File: src/hdl/slave_bus_defs.svh
// Purpose: Constants for the slave bus decode and inhibit front end
// Assumes: 125 MHz local clock, 8 ns period
// Notes:   Times in ns, cycle counts derived from them except PLAIN_ACK_DELAY_CYC
`ifndef SLAVE_BUS_DEFS_SVH
`define SLAVE_BUS_DEFS_SVH

// ==========================================================================
// Timing
`define CLK_PERIOD_NS          8
`define INHIBIT_ASSERT_LIMIT_NS 100
`define ADDR_TO_CMD_SETUP_NS   50
`define ACK_RELEASE_LIMIT_NS   100
`define OVERLAY_ACK_DELAY_NS   1500
// Longest times round down, least times round up
`define INHIBIT_ASSERT_CYC     (`INHIBIT_ASSERT_LIMIT_NS / `CLK_PERIOD_NS)
`define ACK_RELEASE_CYC        (`ACK_RELEASE_LIMIT_NS / `CLK_PERIOD_NS)
`define OVERLAY_ACK_DELAY_CYC  ((`OVERLAY_ACK_DELAY_NS + `CLK_PERIOD_NS - 1) / `CLK_PERIOD_NS)
// Plain acknowledge delay when not overlaying
`define PLAIN_ACK_DELAY_CYC    2

// ==========================================================================
// Address layout
`define ADDR_W                 8
`define DEV_LSB                0
`define MID_LSB                3
`define TOP_LSB                6
`define DATA_W                 8

`endif

File: src/hdl/slave_bus_pkg.sv
// Purpose: Types for the slave bus decode and inhibit front end
// Assumes: slave_bus_defs.svh included first
// Notes:   Command group travels as one packed struct
`include "slave_bus_defs.svh"
package slave_bus_pkg;
  // Active-low bus commands
  typedef struct packed {
    logic mem_read_cmd_n;
    logic mem_write_cmd_n;
    logic io_read_cmd_n;
    logic io_write_cmd_n;
  } bus_cmd_s;

  // Active-high local strobes
  typedef struct packed {
    logic mem_rd;
    logic mem_wr;
    logic io_rd;
    logic io_wr;
  } local_strobe_s;

  // Acknowledge sequencer
  typedef enum logic [1:0] {
    ACK_IDLE = 2'b00,
    ACK_WAIT = 2'b01,
    ACK_DONE = 2'b11
  } ack_state_e;
endpackage

File: src/hdl/slave_bus_decode_inhibit.sv
// Purpose: Slave front end: two-stage decode, strobes, data drive, inhibit
// Assumes: Address stable before and after command; commands async
// Notes:   Decode path is combinational then registered once
`timescale 1ns/1ps
`include "slave_bus_defs.svh"

module slave_bus_decode_inhibit #(
  parameter int unsigned ACK_DELAY_CYC = `OVERLAY_ACK_DELAY_CYC,
  parameter int unsigned ADDR_W        = `ADDR_W,
  parameter int unsigned DATA_W        = `DATA_W
) (
  // Clock and reset
  input  wire logic                        sys_clk_in,
  input  wire logic                        rstn_in,
  // Bus address and commands
  input  wire logic [ADDR_W-1:0]           bus_addr_in,
  input  wire slave_bus_pkg::bus_cmd_s     bus_cmd_in,
  input  wire logic [DATA_W-1:0]           bus_data_in,
  // Inhibit from other slaves
  input  wire logic                        overlay_inhibit_n_in,
  // Jumpers and mode
  input  wire logic [2:0]                  base_sel_in,
  input  wire logic [1:0]                  base_top_in,
  input  wire logic                        overlay_en_in,
  input  wire logic                        boot_overlay_in,
  input  wire logic                        boot_done_in,
  // User logic
  input  wire logic [DATA_W-1:0]           user_rd_data_in,
  output logic [7:0]                       dev_sel_out,
  output slave_bus_pkg::local_strobe_s     strobe_out,
  output logic [DATA_W-1:0]                user_wr_data_out,
  // Bus outputs
  output logic [DATA_W-1:0]                bus_data_out,
  output logic                             bus_data_oe_out,
  output logic                             transfer_ack_n_out,
  output logic                             transfer_ack_oe_out,
  output logic                             overlay_inhibit_n_out
);
  import slave_bus_pkg::*;

  // ========================================================================
  // Decode functions
  // One-hot of three bits, gated by an enable
  function automatic logic [7:0] one_of_eight(input logic [2:0] sel, input logic en);
    logic [7:0] res;
    res = 8'h00;
    if (en) begin
      res[sel] = 1'b1;
    end
    return res;
  endfunction

  // ========================================================================
  // Synchronisers
  logic [3:0] cmd_meta_r;   // First stage, read only by second
  logic [3:0] cmd_sync_r;   // Active-high commands, synchronised
  logic       inh_meta_r;   // First stage for inhibit
  logic       inh_sync_r;   // Inhibit seen, active high

  // Two-flop capture of commands and inhibit
  always_ff @(posedge sys_clk_in or negedge rstn_in) begin
    if (!rstn_in) begin
      cmd_meta_r <= 4'h0;
      cmd_sync_r <= 4'h0;
      inh_meta_r <= 1'b0;
      inh_sync_r <= 1'b0;
    end else begin
      cmd_meta_r <= ~bus_cmd_in;
      cmd_sync_r <= cmd_meta_r;
      inh_meta_r <= ~overlay_inhibit_n_in;
      inh_sync_r <= inh_meta_r;
    end
  end

  // ========================================================================
  // Two-stage address decode
  logic [7:0] mid_dec;     // First stage decoder outputs
  logic       base_match;  // Selected first stage output
  logic [7:0] dev_dec;     // Second stage selects
  logic       boot_ok_r;   // Boot condition still active
  logic       overlay_hit; // This slave overrides the range

  // Boot condition from reset until boot finished
  always_ff @(posedge sys_clk_in or negedge rstn_in) begin
    if (!rstn_in) begin
      boot_ok_r <= 1'b1;
    end else if (boot_done_in) begin
      boot_ok_r <= 1'b0;
    end
  end

  // Shallow decode: top bits enable, mid bits one-of-eight
  always_comb begin
    mid_dec = one_of_eight(bus_addr_in[`TOP_LSB-1:`MID_LSB],
                           bus_addr_in[ADDR_W-1:`TOP_LSB] == base_top_in);
    base_match = mid_dec[base_sel_in];
    dev_dec = one_of_eight(bus_addr_in[`MID_LSB-1:`DEV_LSB], base_match);
    // Boot overlay only counts in boot condition
    overlay_hit = overlay_en_in && base_match &&
                  (!boot_overlay_in || boot_ok_r);
  end

  // ========================================================================
  // Selects and strobes
  logic       any_cmd;     // Some command present
  logic       rd_cmd;      // Read command present
  logic       sel_live;    // Match and not inhibited
  logic       match_r;     // Registered match for ack path

  always_comb begin
    any_cmd  = |cmd_sync_r;
    rd_cmd   = cmd_sync_r[3] | cmd_sync_r[1];
    sel_live = base_match && !inh_sync_r && (!boot_overlay_in || overlay_hit);
  end

  // Registered selects, strobes and data paths
  always_ff @(posedge sys_clk_in or negedge rstn_in) begin
    if (!rstn_in) begin
      dev_sel_out      <= 8'h00;
      strobe_out       <= '0;
      match_r          <= 1'b0;
      bus_data_out     <= '0;
      bus_data_oe_out  <= 1'b0;
      user_wr_data_out <= '0;
    end else begin
      match_r <= sel_live;
      // Inhibit drops local select at once
      dev_sel_out <= sel_live ? dev_dec : 8'h00;
      strobe_out  <= sel_live ? local_strobe_s'(cmd_sync_r) : '0;
      // Read drive only with read command and match
      bus_data_oe_out <= sel_live && rd_cmd;
      bus_data_out    <= (sel_live && rd_cmd) ? user_rd_data_in : '0;
      // Receiver always open for hold time
      user_wr_data_out <= bus_data_in;
    end
  end

  // ========================================================================
  // Inhibit output
  // Registered once: 8 ns, well inside the limit
  always_ff @(posedge sys_clk_in or negedge rstn_in) begin
    if (!rstn_in) begin
      overlay_inhibit_n_out <= 1'b1;
    end else begin
      overlay_inhibit_n_out <= !overlay_hit;
    end
  end

  // ========================================================================
  // Acknowledge sequencer
  localparam int unsigned CNT_W = $clog2(ACK_DELAY_CYC + 2);
  ack_state_e             ack_state_r;  // Sequencer state
  logic [CNT_W-1:0]       ack_cnt_r;    // Delay counter
  logic [CNT_W-1:0]       ack_limit;    // Delay for this cycle
  logic                   ovl_cycle_r;  // Cycle is an overlay cycle

  always_comb begin
    ack_limit = ovl_cycle_r ? CNT_W'(ACK_DELAY_CYC)
                            : CNT_W'(`PLAIN_ACK_DELAY_CYC);
  end

  // Wait delay, hold ack until command goes away
  always_ff @(posedge sys_clk_in or negedge rstn_in) begin
    if (!rstn_in) begin
      ack_state_r         <= ACK_IDLE;
      ack_cnt_r           <= '0;
      ovl_cycle_r         <= 1'b0;
      transfer_ack_n_out  <= 1'b1;
      transfer_ack_oe_out <= 1'b0;
    end else begin
      case (ack_state_r)
        ACK_IDLE: begin
          ack_cnt_r           <= '0;
          transfer_ack_n_out  <= 1'b1;
          transfer_ack_oe_out <= 1'b0;
          // Start on addressed command, never while inhibited
          if (any_cmd && match_r && !inh_sync_r) begin
            ack_state_r         <= ACK_WAIT;
            ovl_cycle_r         <= overlay_hit;
            transfer_ack_oe_out <= 1'b1;
          end
        end
        ACK_WAIT: begin
          // Abort if inhibited or command gone
          if (!any_cmd || inh_sync_r) begin
            ack_state_r         <= ACK_IDLE;
            transfer_ack_oe_out <= 1'b0;
          end else if (ack_cnt_r >= ack_limit - CNT_W'(1)) begin
            ack_state_r        <= ACK_DONE;
            transfer_ack_n_out <= 1'b0;
          end else begin
            ack_cnt_r <= ack_cnt_r + CNT_W'(1);
          end
        end
        ACK_DONE: begin
          // Release on command removal; inhibit drops ack drive too
          if (!any_cmd || inh_sync_r) begin
            ack_state_r         <= ACK_IDLE;
            transfer_ack_n_out  <= 1'b1;
            transfer_ack_oe_out <= 1'b0;
          end
        end
        default: begin
          ack_state_r <= ACK_IDLE;
        end
      endcase
    end
  end

  // ========================================================================
  // Assertions
  a_ack_release_fast: assert property (@(posedge sys_clk_in) disable iff (!rstn_in)
    ($fell(any_cmd) && ack_state_r == ACK_DONE) |=> transfer_ack_n_out)
    else $error("ack not released after command removal");
  a_ack_held_cmd: assert property (@(posedge sys_clk_in) disable iff (!rstn_in)
    (ack_state_r == ACK_DONE && any_cmd && !inh_sync_r) |=> !transfer_ack_n_out)
    else $error("ack dropped while command present");
  a_inhibit_ack_off: assert property (@(posedge sys_clk_in) disable iff (!rstn_in)
    inh_sync_r |=> !transfer_ack_oe_out)
    else $error("inhibited slave still drives ack");
  a_ack_oe_addressed: assert property (@(posedge sys_clk_in) disable iff (!rstn_in)
    !transfer_ack_n_out |-> transfer_ack_oe_out)
    else $error("ack low without drive");
  a_overlay_delay: assert property (@(posedge sys_clk_in) disable iff (!rstn_in)
    ($rose(ack_state_r == ACK_WAIT) && overlay_hit) |-> transfer_ack_n_out [*8])
    else $error("overlay ack too early");
  a_delay_count: assert property (@(posedge sys_clk_in) disable iff (!rstn_in)
    $fell(transfer_ack_n_out) |-> (ack_cnt_r + CNT_W'(1) >= ack_limit))
    else $error("ack before delay count");
  a_inhibit_fast: assert property (@(posedge sys_clk_in) disable iff (!rstn_in)
    overlay_hit |=> !overlay_inhibit_n_out)
    else $error("inhibit not asserted");
  a_inhibit_drops: assert property (@(posedge sys_clk_in) disable iff (!rstn_in)
    inh_sync_r |=> (dev_sel_out == 8'h00 && !bus_data_oe_out))
    else $error("inhibited slave still selected");
  a_data_oe_read: assert property (@(posedge sys_clk_in) disable iff (!rstn_in)
    bus_data_oe_out |-> $past(rd_cmd && base_match))
    else $error("data driven without read and match");
  a_sel_onehot: assert property (@(posedge sys_clk_in) disable iff (!rstn_in)
    $onehot0(dev_sel_out))
    else $error("several device selects active");
  a_boot_only: assert property (@(posedge sys_clk_in) disable iff (!rstn_in)
    (boot_overlay_in && !boot_ok_r) |-> !overlay_hit)
    else $error("boot overlay outside boot");
  a_sync_path: assert property (@(posedge sys_clk_in) disable iff (!rstn_in)
    cmd_sync_r == ~$past(bus_cmd_in, 2))
    else $error("command synchroniser depth wrong");
endmodule

File: config.mk
export PLATFORM = sky130hd
export DESIGN_NAME = slave_bus_decode_inhibit
export DESIGN_NICKNAME = d
export VERILOG_FILES = /design/src/hdl/slave_bus_pkg.sv /design/src/hdl/slave_bus_decode_inhibit.sv
export VERILOG_INCLUDE_DIRS = /design/src /design/src/hdl
export SDC_FILE = /design/constraint.sdc
export NUM_CORES = 1
export LEC_CHECK = 0
export BUFFER_PORTS_ARGS = -buffer_cell sky130_fd_sc_hd__buf_2
export CAP_MARGIN = 10
export CELL_PAD_IN_SITES_DETAIL_PLACEMENT = 1
export CELL_PAD_IN_SITES_GLOBAL_PLACEMENT = 1
export CORE_MARGIN = 3
export CORE_UTILIZATION = 42
export CTS_CLUSTER_SIZE = 24
export DETAILED_ROUTE_END_ITERATION = 10
export PLACE_DENSITY_LB_ADDON = 0.1
export SLEW_MARGIN = 20
export SYNTH_ARGS = -nofsm -noshare
export SYNTH_HDL_FRONTEND = slang
export SYNTH_SLANG_ARGS = --single-unit
File: constraint.sdc
create_clock -name sys_clk_in -period 3.6 [get_ports sys_clk_in]
set_clock_uncertainty 0.15 [all_clocks]
set_input_delay 0.18 -clock sys_clk_in [delete_from_list [all_inputs] [get_ports sys_clk_in]]
set_output_delay 0.18 -clock sys_clk_in [all_outputs]
set_load 0.005 [all_outputs]
==> run metrics, run 1 <==
MaxCap Viol Count=0; hpwl dp=3904 um; initial antenna violation count=0; DRC Markers=0; share of layout cells above drive strength 1=32.99%; Period minus WS final=2837 ps; Final Wtd Congestion=0.7407; Final setup viols=0; CTS buffer count=5; vias in the first global route=2,051; routed len/inst=16.97 um; hold path depth=4; Register-to-Register Path Depth=6; flop and latch count out of synthesis=55; Total GRT Usage=21.37%; leak pwr=1.615 nW; asr flop ratio synth=100.0%; cell area after synthesis=0.002277 mm^2; # clock sinks=55; DRT iter0 DRCs=39; Cells after Synth=189; antenna violation net count after detailed routing=0; register area share after synthesis=60.60%; clk_lat worst skew=320 ps; Synth cell types=45; I/O Buffers=70; Synth Net Count=234; IR drop worst, VDD=0.2339 mV; FMAX=352.5 MHz; worst endpoint data arrival time=2870 ps; P&R area growth vs syn=35.05%; Pre-Repair DR Iteration Count=4; RSZ-0062 raised after global routing=false; CTS max path bufs=2; hold endpoint=overlay_inhibit_n_out; Final Cycle Share=78.79%; cts hold-fix bufs=27; largest net degree at the start of global routing=35; Worst Path Required=3640 ps; Die H=79.64 um; row count=26; R2R Path Start=ovl_cycle_r; IO Count=71; grt total ovfl=0; CTS root buf=clkbuf_8; global-route wire length before repair=10,290 um; syn_area_per_cell=12.05 um^2; core area=0.005172 mm^2; maximum fanout along the worst path=15; Highest Signal Layer=met4; Rel. slew slack=44.71%; routed wire length=6074 um; RR Endpoint=ack_cnt_r[6]; metal3 WL=449 um; Hold Crit Class=in2reg; # resized after CTS=0; number of diodes=0; Cell Pwr Density=372.2 mW/mm^2; CTS H-tree lvls=2; CTS tree=built; kind of critical path=reg2reg; status=finished clean; Final Max Tran Viols=0; Tightest Pin Transition=829.3 ps; Setup Fix Bufs, Post-CTS=0; Die Wd=79.64 um; M1 wire length=2392 um; Vias=1,805; Final nets=332; setup TNS=0 ps; min-delay src=overlay_en_in; clock slew at reported path FFs=100 ps; reg2reg setup slack=760 ps; Crit. End Element=flip-flop; met2 routed wirelength=3130 um; DR vias/cell=5.042; top_reg_cell synth=dfrtp_1; Initial Util=44.03%; Syn. warnings=0; final hold vios=0; die area=0.006342 mm^2; Post-synth EDFFs=0; Post-Route Utilization=59.46%; Filler cells=547; Critical Path Source Type=flip-flop
[routing by layer]
layer | track usage [%] | vias to the layer above
li1 | - | 855
met1 | 24.47 | 875
met4 | 6.186 | 0
met5 | 0 | -
met3 | 6.885 | 10
met2 | 37.90 | 65
[logic make-up after synthesis]
kind of cell               Yosys count  share of synthesized area [%]
AOI/OAI and AO/OA                   26                          10.00
xor gates and xnor gates             5                          1.923
and+or+nand+nor                     79                          20.17
muxes                                1                         0.4945
buffers and inverters               17                          3.516
DFF                                 55                          60.60
adders and majority gates            6                          3.297
[cell type report]
type                            instances  area [um^2]  area share, %
Inverter                               10        37.54          1.221
Sequential cell                        55         1380          44.87
Clock buffer                            6        72.57          2.360
Clock inverter                          2        41.29          1.343
Timing Repair Buffer                   98        628.1          20.42
Multi-Input combinational cell        117        828.3          26.93
Tap cell                               70        87.58          2.848
[how the worst max path moves through the flow]
stage / end / start / depth (start not counted)
finish: ack_cnt_r[6] / ovl_cycle_r / 6
global route: ack_cnt_r[6] / ovl_cycle_r / 6
CTS: ack_cnt_r[6] / ovl_cycle_r / 6
detailed placement: ack_cnt_r[6] / ovl_cycle_r / 6
global placement: ack_cnt_r[6] / ovl_cycle_r / 6
floorplan: ack_cnt_r[3] / ovl_cycle_r / 7
[worst max-delay path: stages, from the launching register on]
cell and delay, ps:
dfrtp_1 390, inv_1 160, ha_1 280, a211o_1 340
a2111oi_4 810, a31oi_1 190, or3b_1 400
[Yosys cell counts (2+ instances only)]
cell type | n | area share [%]
a21oi_1 | 5 | 1.1
a221o_1 | 2 | 0.88
buf_6 | 2 | 0.99
inv_1 | 10 | 1.6
nand4_1 | 3 | 0.82
clkbuf_1 | 4 | 0.66
nor4bb_1 | 2 | 0.88
and3_1 | 2 | 0.55
dfrtp_1 | 52 | 57
xnor2_1 | 5 | 1.9
o311ai_2 | 2 | 1.4
ha_1 | 6 | 3.3
nor2_1 | 12 | 2.0
o21ai_0 | 2 | 0.44
nor3_1 | 2 | 0.44
nor2b_1 | 3 | 0.82
nand3_1 | 4 | 0.88
a31oi_1 | 4 | 1.1
and4_1 | 2 | 0.77
nand2b_1 | 2 | 0.55
and4b_1 | 3 | 1.3
a31o_2 | 3 | 1.2
nand2_1 | 17 | 2.8
nor4_1 | 2 | 0.55
a211o_1 | 3 | 1.2
dfstp_2 | 3 | 3.5
and2_1 | 14 | 3.8
[where the power goes]
group	internal, mW	switching, mW	total [mW]
logic	0.0471	0.0440	0.0911
registers	0.629	0.00531	0.634
clock network	0.213	0.206	0.419
[through the flow]
step                      instances  power, mW  worst slack (ps)  hold WS (ps)  cell area (um^2)
after floorplan                 189     0.6670              1320        -265.6              2277
after global placement          323     0.7110             907.4         17.63              2680
after CTS                       358      1.147             741.4         25.05              3064
after global routing            358      1.190             550.7         28.19              3075
final                           358      1.145             763.4         26.11              3075
after detailed placement        323     0.7143             765.4         24.20              2680
[cell usage in the layout (no fill, tap or decap), types with 2 or more instances in the layout]
cell,count
buf_2,70
dfrtp_1,52
dlygate4sd3_1,27
nand2_1,17
and2_1,14
nor2_1,12
inv_1,10
ha_1,6
xnor2_1,5
a21oi_1,5
clkbuf_8,5
nand3_1,4
a31oi_1,4
and4b_1,3
a211o_1,3
nor2b_1,3
nand4_1,3
a31o_2,3
dfstp_2,3
and3_1,2
nor4bb_1,2
and4_1,2
nand2b_1,2
o21ai_0,2
o311ai_2,2
a221o_1,2
[state kept, by name (all words and copies together), names as in the netlist]
name,count
cmd_sync_r,4
ack_state_r,2
ovl_cycle_r,1
ack_cnt_r,8
transfer_ack_n_out,1
strobe_out,4
bus_data_out,8
dev_sel_out,8
match_r,1
transfer_ack_oe_out,1
overlay_inhibit_n_out,1
inh_meta_r,1
inh_sync_r,1
user_wr_data_out,8
cmd_meta_r,4
boot_ok_r,1
bus_data_oe_out,1
Note: power is estimated with default switching activity, not from simulation.
==> inputs of run 2 (changes only) <==
--- a/config.mk
+++ b/config.mk
@@ -11,7 +11,7 @@
 export CELL_PAD_IN_SITES_DETAIL_PLACEMENT = 1
 export CELL_PAD_IN_SITES_GLOBAL_PLACEMENT = 1
 export CORE_MARGIN = 3
-export CORE_UTILIZATION = 42
+export CORE_UTILIZATION = 39
 export CTS_CLUSTER_SIZE = 24
 export DETAILED_ROUTE_END_ITERATION = 10
 export PLACE_DENSITY_LB_ADDON = 0.1
==> constraint.sdc (replaced) <==
create_clock -name sys_clk_in -period 2.8 [get_ports sys_clk_in]
set_clock_uncertainty 0.15 [all_clocks]
set_input_delay 0.14 -clock sys_clk_in [delete_from_list [all_inputs] [get_ports sys_clk_in]]
set_output_delay 0.14 -clock sys_clk_in [all_outputs]
set_load 0.005 [all_outputs]
==> run metrics, run 2 (synthesis gave the netlist of run 1 again) <==
internal power=1.076 mW (+21%); Cell Pwr Density=446.7 mW/mm^2 (+20%); MaxCap Viol Count=0 (unchanged); row count=27 (+3.8%); most common cell after layout, fill and taps aside=buf_2; hpwl dp=3660 um (-6.2%); crit-path leading delay family=compound AO/OA/AOI/OAI gates; maximum fanout along the worst path=15 (unchanged); grt total ovfl=0 (unchanged); final hold vios=0 (unchanged); core area=0.005574 mm^2 (+7.8%); CTS root buf=clkbuf_8; leak pwr=1.641 nW (+1.6%); most frequent cells in the layout=buf_2 (70), dfrtp_1 (52), dlygate4sd3_1 (29); die area=0.006791 mm^2 (+7.1%); DRC Markers=0 (unchanged); antenna violation net count after detailed routing=0 (unchanged); overall power=1.387 mW (+21%); worst endpoint data arrival time=2540 ps (-330 ps); CTS max path bufs=2 (unchanged); CTS buffer count=5 (unchanged); Setup Fix Bufs, Post-CTS=0 (unchanged); clk_lat worst skew=310 ps (about the same); Final nets=339 (+2.1%); clock share of power=33.0% (-3.6 points); RSZ-0062 raised after global routing=false; vias in the first global route=2,019 (-1.6%); Critical Path Max Stage Delay=380 ps (-430 ps); Pre-Repair DR Iteration Count=4 (unchanged); WHS=68.77 ps (+42.65 ps); CP bufs+invs=2 (+1); Worst Path Required=2850 ps (-790 ps); Total GRT Usage=17.83% (-3.5 points); # clock sinks=55 (unchanged); CP Cell Sequence=inv_1, ha_1, a211o_1, a2111oi_4, buf_4, a31oi_1, or3b_1; CTS tree=built; Rel. slew slack=62.83% (+18 points); Sw Pwr=0.3113 mW (+22%); largest net degree at the start of global routing=36 (+2.9%); DRT iter0 DRCs=65 (+67%); initial antenna violation count=0 (unchanged); number of diodes=0 (unchanged); Critical Path Source Type=flip-flop; I/O Buffers=70 (unchanged); share of layout cells above drive strength 1=33.22% (+0.23 points); Crit. End Element=flip-flop; Final Cycle Share=88.86% (+10 points); Critical-path top delay cell=dfrtp_1; FMAX=401.9 MHz (+14%); Final Wtd Congestion=0.7337 (-0.95%); setup TNS=0 ps (unchanged); P&R area growth vs syn=36.37%; status=finished clean; reg2reg setup slack=310 ps (-450 ps); Tightest Pin Transition=557.6 ps (-271.7 ps); DR vias/cell=4.959 (-1.6%); Final setup viols=0 (unchanged); # resized after CTS=0 (unchanged); Die H=82.41 um (+3.5%); power share of the combinational group=8.3% (+0.3 points); sw frac=22.44% (+0.11 points); Vias=1,820 (+0.83%); kind of critical path=reg2reg; clock slew at reported path FFs=100 ps (about the same); Reg power frac=58.8% (+3.4 points); CTS H-tree lvls=2 (unchanged); Hold Crit Class=in2reg; Initial Util=40.85% (-3.2 points); cts hold-fix bufs=29 (+7.4%); IR drop worst, VDD=0.2888 mV (+23%); Final Max Tran Viols=0 (unchanged); global-route wire length before repair=9190 um (-11%); routed len/inst=14.89 um (-12%); routed wire length=5466 um (-10%); Die Wd=82.41 um (+3.5%); IO Count=71 (unchanged); Period minus WS final=2488 ps (-348.6 ps)
==> run 2: changes by cell type in the layout (fill, tap and decap cells not counted), sizes merged <==
cell	previous run	this run
buf	71	76
bufinv	1	0
clkbuf	6	7
clkinv	0	1
dlygate4sd3	27	29
inv	11	10
==> run 2: power by group through the flow <==
stage	Combinational (mW)	Sequential, mW	Clock (mW)
after global placement	0.0847	0.830	0
final	0.115	0.815	0.457
after detailed placement	0.0867	0.831	0
after global routing	0.128	0.818	0.508
after CTS	0.116	0.816	0.479
after floorplan	0.0270	0.831	0
==> run 2: final cells by class <==
class                           instances  area (um^2)
Fill cell                             606         2469
Sequential cell                        55         1380
Multi-Input combinational cell        117        817.0
Timing Repair Buffer                  105        685.7
Tap cell                               72        90.09
Clock buffer                            7        86.33
Inverter                               10        37.54
Clock inverter                          1        8.758
==> run 2: layer usage <==
| layer | vias up | wire length, um | global-route usage, % |
|---|---|---|---|
| li1 | 867 | - | - |
| met3 | 12 | 409 | 5.748 |
| met2 | 68 | 2740 | 31.25 |
| met1 | 873 | 2234 | 20.31 |
| met4 | 0 | 81 | 6.146 |
| met5 | - | 0 | 0 |
==> run 2: path summary, 6_finish.rpt <==
kind / start / to / depth (start not counted)
min in group asynchronous: rstn_in / ack_cnt_r[2] / 2
min reg2reg: cmd_meta_r[0] / cmd_sync_r[0] / 0
max in group asynchronous: rstn_in / overlay_inhibit_n_out / 3
min: boot_overlay_in / overlay_inhibit_n_out / 4
max: ovl_cycle_r / ack_cnt_r[6] / 7
max reg2reg: ovl_cycle_r / ack_cnt_r[6] / 7
==> run 2: worst reg2reg max path, stage by stage, from the launching register on <==
cell	delay [ps]
dfrtp_1	380
inv_1	140
ha_1	270
a211o_1	350
a2111oi_4	360
buf_4	260
a31oi_1	100
or3b_1	360
==> run 2: through the flow <==
step                cells  cell area, um^2  setup WS (ps)  util, %
global placement      330             2720          385.1    48.80
finish                367             3105          312.0    55.71
global route          367             3105          46.63    55.71
floorplan             189             2277          520.3        -
detailed placement    330             2720          314.5    48.80
CTS                   367             3105          316.3    55.71
==> inputs of run 3 (changes only) <==
--- a/config.mk
+++ b/config.mk
@@ -15,6 +15,7 @@
 export CTS_CLUSTER_SIZE = 24
 export DETAILED_ROUTE_END_ITERATION = 10
 export PLACE_DENSITY_LB_ADDON = 0.1
+export REMOVE_ABC_BUFFERS = 1
 export SLEW_MARGIN = 20
 export SYNTH_ARGS = -nofsm -noshare
 export SYNTH_HDL_FRONTEND = slang
==> constraint.sdc (replaced) <==
create_clock -name sys_clk_in -period 2.8 [get_ports sys_clk_in]
set_clock_uncertainty 0.15 [all_clocks]
set_input_delay 0.28 -clock sys_clk_in [delete_from_list [all_inputs] [get_ports sys_clk_in]]
set_output_delay 0.28 -clock sys_clk_in [all_outputs]
set_load 0.005 [all_outputs]
==> run metrics, run 3 (synthesis gave the netlist of run 1 again) <==
status=finished clean; Design Area, Final=0.002984 mm^2 (-3.9%); Die H=82.41 um (unchanged); DRC Markers=0 (unchanged); Crit path depth=7 (unchanged); CTS buffer count=5 (unchanged); DRT iter0 DRCs=41 (-37%); share of layout cells above drive strength 1=35.69% (+2.5 points); Critical Path Max Stage Delay=380 ps (about the same); kind of critical path=reg2reg; routed wire length=5588 um (+2.2%); hpwl dp=3911 um (+6.8%); clk_lat worst skew=300 ps (about the same); Rel. slew slack=62.04% (-0.79 points); Total GRT Usage=17.84% (about the same); global-route wire length before repair=9128 um (-0.67%); Initial Util=40.85% (unchanged); routed len/inst=15.74 um (+5.7%); FMAX=404.3 MHz (+0.59%); grt total ovfl=0 (unchanged); Critical-path top delay cell=dfrtp_1; hold path depth=2 (-2); crit-path leading delay family=compound AO/OA/AOI/OAI gates; DR vias/cell=4.966 (+0.14%); Final Max Tran Viols=0 (unchanged); I/O Buffers=70 (unchanged); IR drop worst, VDD=0.2813 mV (-2.6%); row count=27 (unchanged); worst endpoint data arrival time=2510 ps (-30 ps); Final Cycle Share=88.34% (-0.52 points); number of diodes=0 (unchanged); Setup Fix Bufs, Post-CTS=0 (unchanged); Register-to-Register Path Depth=7 (unchanged); P&R area growth vs syn=31.04%; Final setup viols=0 (unchanged); clock slew at reported path FFs=100 ps (about the same); MaxCap Viol Count=0 (unchanged); CP Cell Sequence=inv_1, ha_1, a211o_1, a2111oi_4, buf_4, a31oi_1, or3b_1; WHS=27.76 ps (-41.00 ps); setup TNS=0 ps (unchanged); initial antenna violation count=0 (unchanged); most common cell after layout, fill and taps aside=buf_2; CP bufs+invs=2 (unchanged); vias in the first global route=1,899 (-5.9%); cts hold-fix bufs=15 (-48%); Crit. End Element=flip-flop; Worst Path Required=2830 ps (-20 ps); M1 wire length=2305 um (+3.2%); # resized after CTS=0 (unchanged); Critical Path Source Type=flip-flop; Highest Signal Layer=met4; metal3 WL=189 um (-54%); RSZ-0062 raised after global routing=false; IO Count=71 (unchanged); CTS max path bufs=2 (unchanged); Post-Place Cell Area=0.002735 mm^2 (+0.55%); overall power=1.376 mW (-0.78%); Tightest Pin Transition=569.4 ps (+11.80 ps); CTS H-tree lvls=2 (unchanged); die area=0.006791 mm^2 (unchanged); CTS root buf=clkbuf_8; Period minus WS final=2473 ps (-14.52 ps); # clock sinks=55 (unchanged); final hold vios=0 (unchanged); Pre-Repair DR Iteration Count=4 (unchanged); leak pwr=1.586 nW (-3.3%); core area=0.005574 mm^2 (unchanged); Die Wd=82.41 um (unchanged); antenna violation net count after detailed routing=0 (unchanged); Final nets=327 (-3.5%); Final Wtd Congestion=0.7014 (-4.4%); maximum fanout along the worst path=15 (unchanged); Vias=1,763 (-3.1%); most frequent cells in the layout=buf_2 (70), dfrtp_1 (52), nand2_1 (17); CTS tree=built; Cell Pwr Density=461.2 mW/mm^2 (+3.3%); met2 routed wirelength=3053 um (+11%); Post-Route Utilization=53.54% (-2.2 points); largest net degree at the start of global routing=26 (-28%); Hold Crit Class=in2reg
==> run 3: cell count changes in the layout (fill, tap and decap cells not counted), sizes merged <==
| cell | delta |
|---|---|
| clkinvlp | +1 |
| clkbuf | -1 |
| dlygate4sd3 | -14 |
| buf | +2 |
==> run 3: metal layers <==
metal  global-route usage [%]  up-vias
met5                        0        -
met3                    4.338        4
met2                    32.37       32
met1                    20.99      884
li1                         -      843
met4                    4.485        0
==> run 3: final timing paths <==
| check | start | end | slack, ps |
|---|---|---|---|
| worst max-delay path | ovl_cycle_r | ack_cnt_r[6] | 330 |
| worst min-delay path | user_rd_data_in[3] | bus_data_out[3] | 30 |
| worst max register to register | ovl_cycle_r | ack_cnt_r[6] | 330 |
| worst min register to register | cmd_meta_r[0] | cmd_sync_r[0] | 210 |
| max in group asynchronous | rstn_in | overlay_inhibit_n_out | 1430 |
| min in group asynchronous | rstn_in | ack_cnt_r[2] | 350 |
==> run 3: metrics by stage <==
step                      setup slack (ps)  instances
final                                326.5        355
after global routing                 166.1        355
after CTS                            308.2        355
after detailed placement             319.7        332
after global placement               385.6        332
after floorplan                      324.0        182
==> run 3: worst register-to-register path, cell delays in order, from the launching register on <==
cell and delay [ps]:
dfrtp_1 380, inv_1 150, ha_1 270, a211o_1 350, a2111oi_4 340, buf_4 250
a31oi_1 100, or3b_1 360
==> run 3: where the power goes <==
part           switching (mW)  total [mW]  internal, mW
Sequential            0.00607       0.815         0.809
Clock                   0.253       0.456         0.202
Combinational          0.0518       0.106        0.0540
==> run 3: final cells by class <==
| type | instances | area, um^2 |
|---|---|---|
| clock buffer | 6 | 82.58 |
| tap | 72 | 90.09 |
| clock inverter | 2 | 16.27 |
| timing repair buffer | 93 | 560.5 |
| fill | 640 | 2590 |
| inverter | 10 | 37.54 |
| multi-input combinational | 117 | 817.0 |
| sequential | 55 | 1380 |
